**config.mk**
```make
export PLATFORM = sky130hd
export DESIGN_NAME = rhpc_top
export DESIGN_NICKNAME = d
export VERILOG_FILES = /design/src/inc/rhpc_pkg.sv /design/src/logic/rhpc_sync.sv /design/src/logic/rhpc_top.sv
export SDC_FILE = /design/constraint.sdc
export NUM_CORES = 1
export LEC_CHECK = 0
export ABC_AREA = 1
export BUFFER_PORTS_ARGS = -buffer_cell sky130_fd_sc_hd__clkbuf_2
export CAP_MARGIN = 30
export CORE_MARGIN = 2
export CORE_UTILIZATION = 45
export CTS_CLUSTER_SIZE = 24
export DETAILED_ROUTE_END_ITERATION = 8
export GPL_ROUTABILITY_DRIVEN = 0
export PLACE_DENSITY = 0.74
export SYNTH_ARGS = -nofsm -noshare
export SYNTH_HDL_FRONTEND = slang
export SYNTH_SLANG_ARGS = --single-unit
```
**constraint.sdc**
```tcl
create_clock -name clk_i -period 3.1 [get_ports clk_i]
set_input_delay 0.62 -clock clk_i [delete_from_list [all_inputs] [get_ports clk_i]]
set_output_delay 0.62 -clock clk_i [all_outputs]
set_load 0.01 [all_outputs]
```
**src/inc/rhpc_pkg.sv**
```systemverilog
/*
  Constants for the reset, halt and power control block: register map,
  field positions, reset values, state codes and timing counts.
  Assumes a 100 MHz system clock and a 32-bit Avalon-MM slave port.
*/
package rhpc_pkg;

  // Register byte addresses
  localparam int ADDR_W = 5;
  localparam logic [4:0] OFS_SMR_EN = 5'h00;
  localparam logic [4:0] OFS_PWR_CLK = 5'h04;
  localparam logic [4:0] OFS_PWR_OFF = 5'h08;
  localparam logic [4:0] OFS_DBG_CTL = 5'h0c;
  localparam logic [4:0] OFS_STATUS = 5'h10;

  // Reset values
  localparam logic [7:0] SMR_EN_RST = 8'h00;
  localparam logic [7:0] PWR_CLK_RST = 8'h00;
  localparam logic [7:0] PWR_OFF_RST = 8'h00;

  // Debugger control field
  localparam int DBG_RST_BIT = 0;

  // Status fields: cause flags in the low bits, state code above
  localparam int CAUSE_W = 7;
  localparam int CAUSE_POR = 0;
  localparam int CAUSE_BOR = 1;
  localparam int CAUSE_WDT = 2;
  localparam int CAUSE_PIN = 3;
  localparam int CAUSE_DBG = 4;
  localparam int CAUSE_SMR_WDT = 5;
  localparam int CAUSE_SMR_GPIO = 6;
  localparam int STATE_LSB = 8;

  localparam int NPERIPH = 8;
  localparam int NGPIO = 8;

  // Timing
  localparam int CLK_MHZ = 100;
  localparam int RST_HOLD_NS = 660;
  localparam int SMR_HOLD_NS = 200;
  localparam int XTAL_START_US = 50;
  localparam logic [15:0] RST_HOLD_CYC = 16'((RST_HOLD_NS * CLK_MHZ + 999) / 1000);
  localparam logic [15:0] SMR_HOLD_CYC = 16'((SMR_HOLD_NS * CLK_MHZ + 999) / 1000);
  localparam int XTAL_START_CYC_DEF = XTAL_START_US * CLK_MHZ;

  typedef enum logic [4:0] {
    ST_RESET = 5'h01,
    ST_RUN = 5'h02,
    ST_HALT = 5'h04,
    ST_STOP = 5'h08,
    ST_SMR = 5'h10
  } rhpc_state_e;

endpackage

```
**src/logic/rhpc_sync.sv**
```systemverilog
/*
  Two-flop synchroniser, one per bit, with a per-bit reset value.
  Assumes the destination clock is the system clock.
*/
`timescale 1ns/1ns
module rhpc_sync #(
  parameter int WIDTH = 1,
  parameter logic [WIDTH-1:0] RST_VAL = '0
) (
  // Clock and reset
  input wire logic clk_i,
  input wire logic rst_n_i,
  // Data
  input wire logic [WIDTH-1:0] d_i,
  output logic [WIDTH-1:0] q_o
);

  logic [WIDTH-1:0] meta_q;

  // First stage feeds only the second stage
  for (genvar b = 0; b < WIDTH; b++)
  begin : g_bit
    always_ff @(posedge clk_i or negedge rst_n_i)
    begin
      if (!rst_n_i)
      begin
        meta_q[b] <= RST_VAL[b];
        q_o[b] <= RST_VAL[b];
      end
      else
      begin
        meta_q[b] <= d_i[b];
        q_o[b] <= meta_q[b];
      end
    end
  end

endmodule

```
**src/logic/rhpc_top.sv**
```systemverilog
/*
  Reset, stop-recovery, halt and peripheral power control for a small
  8-bit controller, with an Avalon-MM register slave.
  Assumes CPU-side strobes are synchronous to clk_i; detector, watchdog,
  reset pin and GPIO levels may be asynchronous and are synchronised here.
*/
// Chosen here: register access over Avalon-MM and the register offsets.
`timescale 1ns/1ns
module rhpc_top #(
  parameter int XTAL_START_CYC = rhpc_pkg::XTAL_START_CYC_DEF
) (
  // Clock and reset
  input wire logic clk_i,
  input wire logic rst_n_i,
  // Avalon-MM slave
  input wire logic [rhpc_pkg::ADDR_W-1:0] avs_address_i,
  input wire logic avs_read_i,
  input wire logic avs_write_i,
  input wire logic [31:0] avs_writedata_i,
  input wire logic [3:0] avs_byteenable_i,
  output logic [31:0] avs_readdata_o,
  output logic avs_waitrequest_o,
  // Reset sources
  input wire logic por_i,
  input wire logic supply_brownout_reset_i,
  input wire logic watchdog_timer_timeout_i,
  input wire logic watchdog_reset_select_option_i,
  input wire logic ext_reset_n_i,
  input wire logic reset_pin_alt_en_i,
  input wire logic xtal_en_option_i,
  // Stop recovery sources
  input wire logic [rhpc_pkg::NGPIO-1:0] gpio_i,
  // CPU core
  input wire logic halt_instr_i,
  input wire logic stop_instr_i,
  input wire logic irq_i,
  // Reset and mode outputs
  output logic sys_reset_n_o,
  output logic stop_recovery_o,
  output logic cpu_run_o,
  output logic halt_mode_o,
  output logic stop_mode_o,
  output logic osc_en_o,
  output logic sys_clk_en_o,
  output logic wdt_osc_en_o,
  // Peripheral power control
  output logic [rhpc_pkg::NPERIPH-1:0] periph_clk_dis_o,
  output logic [rhpc_pkg::NPERIPH-1:0] periph_pwr_dis_o
);

  import rhpc_pkg::*;

  typedef struct packed {
    rhpc_state_e state;
    logic [15:0] cnt;
    logic arm;
    logic bus_wait;
    logic [31:0] rdata;
    logic [NGPIO-1:0] smr_en;
    logic [NPERIPH-1:0] pwr_clk;
    logic [NPERIPH-1:0] pwr_off;
    logic dbg_rst;
    logic [CAUSE_W-1:0] cause;
    logic [NGPIO-1:0] gpio_prev;
    logic sys_rst_n;
    logic smr_act;
    logic cpu_run;
    logic halt;
    logic stop;
    logic osc_en;
  } rhpc_regs_s;

  rhpc_regs_s st_q;
  rhpc_regs_s st_d;

  localparam rhpc_regs_s ST_RST_VAL = '{
    state: ST_RESET,
    cnt: 16'h0000,
    arm: 1'b1,
    bus_wait: 1'b1,
    rdata: 32'h0000_0000,
    smr_en: SMR_EN_RST,
    pwr_clk: PWR_CLK_RST,
    pwr_off: PWR_OFF_RST,
    dbg_rst: 1'b0,
    cause: 7'h00,
    gpio_prev: 8'h00,
    sys_rst_n: 1'b0,
    smr_act: 1'b0,
    cpu_run: 1'b0,
    halt: 1'b0,
    stop: 1'b0,
    osc_en: 1'b1
  };

  // Synchronised asynchronous sources
  logic [11:0] async_raw;
  logic [11:0] async_s;
  logic por_s;
  logic bor_s;
  logic wdt_s;
  logic pin_n_s;
  logic [NGPIO-1:0] gpio_s;

  assign async_raw = {gpio_i, ext_reset_n_i, watchdog_timer_timeout_i,
                      supply_brownout_reset_i, por_i};

  // Pin idles high so it must not look asserted right after reset
  rhpc_sync #(
    .WIDTH(12),
    .RST_VAL(12'h008)
  ) u_sync (
    .clk_i(clk_i),
    .rst_n_i(rst_n_i),
    .d_i(async_raw),
    .q_o(async_s)
  );

  assign por_s = async_s[0];
  assign bor_s = async_s[1];
  assign wdt_s = async_s[2];
  assign pin_n_s = async_s[3];
  assign gpio_s = async_s[11:4];

  // Decoded requests
  logic wdt_rst;
  logic pin_rst;
  logic full_req;
  logic gpio_evt;
  logic [15:0] hold_len;
  logic bus_req;
  logic bus_take;
  logic bus_done;
  logic [CAUSE_W-1:0] cause_set;

  always_comb
  begin
    // Watchdog in STOP recovers instead of resetting
    wdt_rst = wdt_s & watchdog_reset_select_option_i & ~st_q.stop;
    pin_rst = ~pin_n_s & reset_pin_alt_en_i;
    full_req = por_s | bor_s | wdt_rst | pin_rst | st_q.dbg_rst;
    gpio_evt = |((gpio_s ^ st_q.gpio_prev) & st_q.smr_en);
    hold_len = RST_HOLD_CYC;
    if (xtal_en_option_i)
    begin
      hold_len = RST_HOLD_CYC + 16'(XTAL_START_CYC);
    end
    cause_set = '0;
    cause_set[CAUSE_POR] = por_s;
    cause_set[CAUSE_BOR] = bor_s;
    cause_set[CAUSE_WDT] = wdt_rst;
    cause_set[CAUSE_PIN] = pin_rst;
    cause_set[CAUSE_DBG] = st_q.dbg_rst;
    if (st_q.state == ST_STOP)
    begin
      cause_set[CAUSE_SMR_WDT] = wdt_s;
      cause_set[CAUSE_SMR_GPIO] = gpio_evt;
    end
    bus_req = avs_read_i | avs_write_i;
    bus_take = bus_req & st_q.bus_wait;
    bus_done = bus_req & ~st_q.bus_wait;
  end

  always_comb
  begin
    st_d = st_q;
    st_d.gpio_prev = gpio_s;

    case (st_q.state)
      ST_RESET:
      begin
        if (st_q.arm)
        begin
          st_d.cnt = hold_len;
          st_d.arm = 1'b0;
        end
        else if (st_q.cnt == 16'h0000)
        begin
          st_d.state = ST_RUN;
        end
        else
        begin
          st_d.cnt = st_q.cnt - 16'h0001;
        end
      end
      ST_RUN:
      begin
        // STOP wins if both strobes come together
        if (stop_instr_i)
        begin
          st_d.state = ST_STOP;
        end
        else if (halt_instr_i)
        begin
          st_d.state = ST_HALT;
        end
      end
      ST_HALT:
      begin
        // Reset-kind exits are taken by full_req below
        if (irq_i | wdt_s)
        begin
          st_d.state = ST_RUN;
        end
      end
      ST_STOP:
      begin
        if (wdt_s | gpio_evt)
        begin
          st_d.state = ST_SMR;
          st_d.cnt = SMR_HOLD_CYC;
        end
      end
      ST_SMR:
      begin
        // Register contents survive recovery, unlike a full reset
        if (st_q.cnt == 16'h0000)
        begin
          st_d.state = ST_RUN;
        end
        else
        begin
          st_d.cnt = st_q.cnt - 16'h0001;
        end
      end
      default:
      begin
        st_d.state = ST_RESET;
        st_d.arm = 1'b1;
      end
    endcase

    // Full reset overrides every mode and restarts the interval
    if (full_req)
    begin
      st_d.state = ST_RESET;
      st_d.cnt = hold_len;
      st_d.arm = 1'b0;
      st_d.dbg_rst = 1'b0;
    end

    // Bus: take at first edge, complete at the edge waitrequest is low
    st_d.bus_wait = ~bus_take;
    if (bus_take & avs_read_i)
    begin
      st_d.rdata = 32'h0000_0000;
      case (avs_address_i)
        OFS_SMR_EN:
        begin
          st_d.rdata[NGPIO-1:0] = st_q.smr_en;
        end
        OFS_PWR_CLK:
        begin
          st_d.rdata[NPERIPH-1:0] = st_q.pwr_clk;
        end
        OFS_PWR_OFF:
        begin
          st_d.rdata[NPERIPH-1:0] = st_q.pwr_off;
        end
        OFS_DBG_CTL:
        begin
          st_d.rdata[DBG_RST_BIT] = st_q.dbg_rst;
        end
        OFS_STATUS:
        begin
          st_d.rdata[CAUSE_W-1:0] = st_q.cause;
          st_d.rdata[STATE_LSB+4:STATE_LSB] = st_q.state;
        end
        default:
        begin
          st_d.rdata = 32'h0000_0000;
        end
      endcase
    end

    if (bus_done & avs_write_i & avs_byteenable_i[0])
    begin
      case (avs_address_i)
        OFS_SMR_EN:
        begin
          st_d.smr_en = avs_writedata_i[NGPIO-1:0];
        end
        OFS_PWR_CLK:
        begin
          st_d.pwr_clk = avs_writedata_i[NPERIPH-1:0];
        end
        OFS_PWR_OFF:
        begin
          st_d.pwr_off = avs_writedata_i[NPERIPH-1:0];
        end
        OFS_DBG_CTL:
        begin
          if (avs_writedata_i[DBG_RST_BIT])
          begin
            st_d.dbg_rst = 1'b1;
          end
        end
        OFS_STATUS:
        begin
          st_d.cause = st_q.cause & ~avs_writedata_i[CAUSE_W-1:0];
        end
        default:
        begin
          st_d.cause = st_d.cause;
        end
      endcase
    end

    // A new cause in the clear cycle is kept
    st_d.cause = st_d.cause | cause_set;

    // System reset returns control registers to defaults
    if (full_req | (st_q.state == ST_RESET))
    begin
      st_d.smr_en = SMR_EN_RST;
      st_d.pwr_clk = PWR_CLK_RST;
      st_d.pwr_off = PWR_OFF_RST;
    end

    // Registered outputs follow the next state
    st_d.sys_rst_n = (st_d.state != ST_RESET);
    st_d.smr_act = (st_d.state == ST_SMR);
    st_d.cpu_run = (st_d.state == ST_RUN);
    st_d.halt = (st_d.state == ST_HALT);
    st_d.stop = (st_d.state == ST_STOP);
    // Only STOP parks the oscillator; HALT keeps it and the clock
    st_d.osc_en = (st_d.state != ST_STOP);
  end

  always_ff @(posedge clk_i or negedge rst_n_i)
  begin
    if (!rst_n_i)
    begin
      st_q <= ST_RST_VAL;
    end
    else
    begin
      st_q <= st_d;
    end
  end

  assign avs_readdata_o = st_q.rdata;
  assign avs_waitrequest_o = st_q.bus_wait;
  assign sys_reset_n_o = st_q.sys_rst_n;
  assign stop_recovery_o = st_q.smr_act;
  assign cpu_run_o = st_q.cpu_run;
  assign halt_mode_o = st_q.halt;
  assign stop_mode_o = st_q.stop;
  assign osc_en_o = st_q.osc_en;
  assign sys_clk_en_o = st_q.osc_en;
  // Watchdog RC and peripherals are not gated by HALT
  assign wdt_osc_en_o = 1'b1;
  assign periph_clk_dis_o = st_q.pwr_clk;
  assign periph_pwr_dis_o = st_q.pwr_off;

endmodule

```
# Word-level counts from Yosys, hierarchy flattened
# Cells that the tools add are included.
[totals] regBits=106 input_bits=63 output_inout_bits=57 word_cells=124
[op_classes] addsub=1 eq_ne=17 muxes=27 bitwise=25 reduce_logical=13
[ops] op="$pmux W16 S3" count=1
[ops] op="$mux W16" count=2
[ops] op="$mux W32" count=1
[ops] op="$mux W5" count=6
[ops] op="$pmux W5 S5" count=1
[ops] op="$mux W24" count=1
[ops] op="$mux W8" count=3
[ops] op="$pmux W6 S4" count=1
[ops] op="$mux W22" count=1
[ops] op="$mux W21" count=1
[ops] op="$eq A5 B4 Y1 const B" count=4
[ops] op="$logic_not A16 Y1" count=1
[ops] op="$sub A16 B1 Y16 const B" count=1
[ops] op="$eq A5 B3 Y1 const B" count=3
[ops] op="$eq A5 B5 Y1 const B" count=3
[ops] op="$mux W13" count=1
[ops] op="$eq A5 B2 Y1 const B" count=2
[ops] op="$and A1 B1 Y1" count=8
[ops] op="$and A8 B8 Y8" count=1
[ops] op="$or A1 B1 Y1" count=8
[ops] op="$reduce_and A2 Y1" count=4
[ops] op="$reduce_bool A2 Y1" count=4
[ops] op="$reduce_or A8 Y1" count=1
[ops] op="$xor A8 B8 Y8" count=1
[ops] op="other kinds (18)" count=23

# Depth between registers and ports, before layout
[logic_depth] ltp_word=10 mapped_depth=12 depth_no_buf=11

# Modules after synthesis
# Synthesis repeated with hierarchy kept, for this count alone.
[hier_totals] cells_unflattened=639 area_unflattened_um2=5308.8
[by_module_without_submodules] module="rhpc_top" instances=1 cells_per_inst=615 area_per_inst_um2=4705.8 seq_area_each_um2=2057.0
[by_module_without_submodules] module="rhpc_sync" instances=1 cells_per_inst=24 area_per_inst_um2=603.1 seq_area_each_um2=603.1

# Worst setup path after synthesis
# Ideal clock, no wire load.
[synth_timing] kind="input port to flip-flop" startpoint="input avs_address_i[1] in the netlist's numbering" endpoint="register st_q, in the netlist periph_clk_dis_o[3]" setup_ns=0.127 arrival_ns=1.610 t_required_ns=2.973 path_slack_ns=1.362 path_stages=7 path_buffers=1 cell_sequence="nor2_1 inv_1 nor4_4 a21oi_2 buf_6 nand2_1 o21ai_0"
[synth_between] elab_chain_len=3
[synth_lines] element="start: declaration" line_no="rhpc_top.sv:16" text="input wire logic [rhpc_pkg::ADDR_W-1:0] avs_address_i,"
[synth_lines] element="$eq A5 B3 Y1" line_no="rhpc_top.sv:278" text="case (avs_address_i)"
[synth_lines] element="$reduce_bool A2 Y1 (no source line)"
[synth_lines] element="$reduce_and A2 Y1 (no source line)"
[synth_lines] element="end signal: assignment" line_no="rhpc_top.sv:338" text="st_q <= st_d;"
[synth_lines] element="end: declaration" line_no="rhpc_top.sv:73" text="rhpc_regs_s st_q;"
# Every way passes these cells.
# A chain may end at the register's enable or synchronous reset.

# Final worst setup path
[layout_timing] startpoint="register st_q, in the netlist avs_waitrequest_o" endpoint="register st_q, in the netlist periph_clk_dis_o[1]"
[layout_between] elab_chain_len=6
[layout_lines] element="$not A1 Y1" line_no="rhpc_top.sv:161" text="bus_done = bus_req & ~st_q.bus_wait;"
[layout_lines] element="$and A1 B1 Y1" line_no="rhpc_top.sv:161"
[layout_lines] element="$and A1 B1 Y1 (2 in a row)" line_no="rhpc_top.sv:276" text="if (bus_done & avs_write_i & avs_byteenable_i[0])"
[layout_lines] element="$reduce_bool A2 Y1 (no source line)"
[layout_lines] element="$reduce_and A2 Y1 (no source line)"
# Every way passes these cells.

==> summary.md <==
| Metric | Value |
|---|---|
| Wirelength, routed | `11800 um` |
| Max Fanout on Critical Path | `17` |
| Post-synthesis compound-gate area fraction | `0.0773` |
| WL per Instance | `14.2 um` |
| Clk slew on worst S/H paths | `around 0.070 ns` |
| # rows | `39` |
| Antenna Violating Nets Remaining | `0` |
| Max Slew Vio Count | `0` |
| Cell Chain, Critical Path | `inv_1 -> nand3_1 -> clkinv_1 -> a21oi_2 -> nand2_1 -> o21ai_0` |
| Ratio of cells with drive above 1 in the final layout | `0.183` |
| R2R cell count | `6` |
| Core area | `11500 um2` |
| Slowest cell on crit path | `a21oi_2` |
| Setup violators final | `0` |
| Total track usage | `0.191` |
| Largest family of logic cells by synthesized area | `simple AND/OR/NAND/NOR gates` |
| IO Port Bufs | `between 70 and 80` |
| Cts repair resizes | `0` |
| Max-cap violation count | `0` |
| NumNets Final | `approximately 750` |
| Reg-to-reg startpoint | `avs_waitrequest_o$_DFF_PN1_` |
| Vias | `4301` |
| Post-CTS Setup Repair Bufs | `0` |
| Crit path kind | `flop to flop` |
| Worst reg2reg setup slack | `1.02 ns` |
| P_leak | `about 3 nW` |
| CTS Root Cell | `clkbuf_16` |
| Layout area overhead | `9.61%` |
| Pwr/cell area | `about 480 nW/um2` |
| Crit share post-route | `0.670` |
| Largest net degree at the start of global routing | `60` |
| H-tree depth | `3` |
| Fillers | `around 1000` |
| Crit path DAT | `2.34 ns` |
| Die width | `112 um` |
| Vias per inst | `5.18` |
| Skew final | `0.00864 ns` |
| Die Area | `12700 um2` |
| Footprint of the multi-input gates | `around 2000 um2` |
| Commonest non-fill, non-tap cell in the layout | `nand2_1` |
| Simple-Gate Fraction of Synth Area | `0.275` |
| Fmax | `slightly below 500 MHz` |
| Synthesis Warnings | `0` |
| DRC | `0` |
| Most frequent cells in the layout | `nand2_1 (172), dfrtp_1 (100), clkbuf_2 (71)` |
| Initial DRC Count | `360` |
| First-pass GRT wire length | `19400 um` |
| Die height | `112 um` |
| Vias in the first global route | `4189` |
| Cts hold-fix bufs | `0` |
| Max Buffers Root-to-Sink | `2` |
| Post-Layout Cell Count | `830` |
| Clock Latency Late Sink | `between 0.3 and 0.4 ns` |
| Fin. Hold Viols | `0` |
| Mean Syn Cell Area | `8.33 um2` |
| XOR/XNOR Fraction of Synth Area | `0.0116` |
| Num ports | `120` |
| Final critical-path required period | `2.08 ns` |
| WP buf/inv | `2` |
| Hold/Removal Path Class | `primary input to async pin` |
| Total gr overflow | `0` |
| Post-DP HPWL | `8680 um` |
| Setup_tns | `0 ns` |
| Launch point of the worst path | `avs_waitrequest_o$_DFF_PN1_` |
| RSZ-0062 raised after global routing | `no` |
| Mux share of post-synthesis cell area | `0` |
| Worst-Margin Slew | `0.686 ns` |
| Ant. Diodes | `0` |
| Total power | `roughly 2.8 mW` |
| Initial Utilization | `0.462` |
| CP Launch Type | `flop` |
| Synth cell types | `41` |
| Sequential standard cell area | `2660 um2` |
| CTS Buf Count | `9` |
| Worst R2R End | `periph_clk_dis_o[1]$_DFFE_PN0P_` |
| Post-synthesis adder-cell area fraction | `0.00236` |
| Clock sinks | `~110` |
| Post-synth ARST share | `1.00` |
| Critical path's top delay family | `compound AO/OA/AOI/OAI gates` |
| Post-synth EDFFs | `0` |
| Seq/Total Area, Yosys | `0.502` |
| Max_slew headroom | `0.543` |
| Setup crit end kind | `flop` |
| Critical Path RT | `3.36 ns` |
| Initial antenna violation count | `0` |
| Run status | `complete, no violations` |
| Cells after DPL | `814` |
| Cell count after synthesis | `636` |
| Ys flop type | `dfrtp_1` |
| Critical Path Max Stage Delay | `roughly 0.66 ns` |
| Mapped Area | `5300 um2` |
| Util after Layout | `0.506` |
| Synthesis-stage register bit count | `106` |
| Peak VDD IR | `0.000226 V` |
| Drt pass-1 iters | `6` |
| CTS tree | `built` |
[sequential cells by signal, indices dropped and copies added, names as in the netlist]
signal             flops
stop_mode_o            1
avs_readdata_o        13
avs_waitrequest_o      1
cause_set              1
periph_pwr_dis_o       8
u_sync.meta_q         12
osc_en_o               1
sys_reset_n_o          1
st_q                  45
periph_clk_dis_o       8
stop_recovery_o        1
halt_mode_o            1
cpu_run_o              1
u_sync.q_o            12
[per-stage QoR]
stage	area, um2	worst slack, ns	hold slack, ns
after global routing	5810	0.865	0.337
after floorplan	5360	1.36	0.324
after CTS	5810	1.06	0.310
after global placement	5510	0.961	0.335
after detailed placement	5510	0.911	0.336
final	5810	1.02	0.284
[how the worst max path moves through the flow]
| stage | cells after the start | to | slack [ns] |
|---|---|---|---|
| 5_1_grt | 6 | periph_clk_dis_o[5]$_DFFE_PN0P_ | 0.87 |
| 6_report | 6 | periph_clk_dis_o[1]$_DFFE_PN0P_ | 1.02 |
| 4_1_cts | 5 | periph_clk_dis_o[1]$_DFFE_PN0P_ | 1.06 |
| 3_3_place_gp | 5 | periph_clk_dis_o[1]$_DFFE_PN0P_ | 0.96 |
| 3_5_place_dp | 7 | periph_clk_dis_o[0]$_DFFE_PN0P_ | 0.91 |
| 2_1_floorplan | 7 | periph_clk_dis_o[3]$_DFFE_PN0P_ | 1.36 |
[layout make-up]
class,count,area share
multi-input cells,421,0.347
well taps,143,0.0308
inverters,70,0.0461
clock inverters,5,0.0106
flip-flops and latches,106,0.458
repair buffers,74,0.0672
clock buffers,11,0.0401
[worst reg2reg max path, cell delays in order, from the launching register on]
cell,delay (ns)
dfstp_2,0.55
inv_1,0.04
nand3_1,0.08
clkinv_1,0.43
a21oi_2,0.67
nand2_1,0.12
o21ai_0,0.11
[kinds of logic (layout without fill, tap and decap cells)]
group / count (synthesis) / after routing
other: 2 / 20
XOR/XNOR: 7 / 7
flip-flops: 106 / 106
AO/OA/AOI/OAI: 74 / 74
buffers and inverters: 127 / 160
AND/OR/NAND/NOR: 319 / 319
adder cells (fa/ha/maj): 1 / 1
[cell usage after synthesis (all sizes together), types with 3 or more instances]
cell type / number / share of area
inv: 69 / 0.050
dfstp: 6 / 0.030
clkbuf: 3 / 0.0021
buf: 54 / 0.077
o21ai: 49 / 0.046
nor3: 6 / 0.0076
xor2: 6 / 0.0099
nand3: 70 / 0.069
a21oi: 16 / 0.018
o211ai: 3 / 0.0043
nand2: 177 / 0.13
nand4: 11 / 0.017
nor2: 52 / 0.045
dfrtp: 100 / 0.47
[report_power, final]
group | switching [mW] | internal (mW)
logic | 0.123 | 0.0534
clock network | 0.509 | 0.633
registers | 0.0245 | 1.42
total | 0.657 | 2.11
[layer usage]
layer,share of wire,up-vias,routed length [um],GRT usage
li1,-,2057,-,-
met1,0.43,2018,5050,0.247
met2,0.47,190,5580,0.309
met3,0.068,36,807,0.0394
met4,0.032,0,373,0.0886
met5,0,-,0,0
Note: power is estimated with default switching activity, not from simulation.
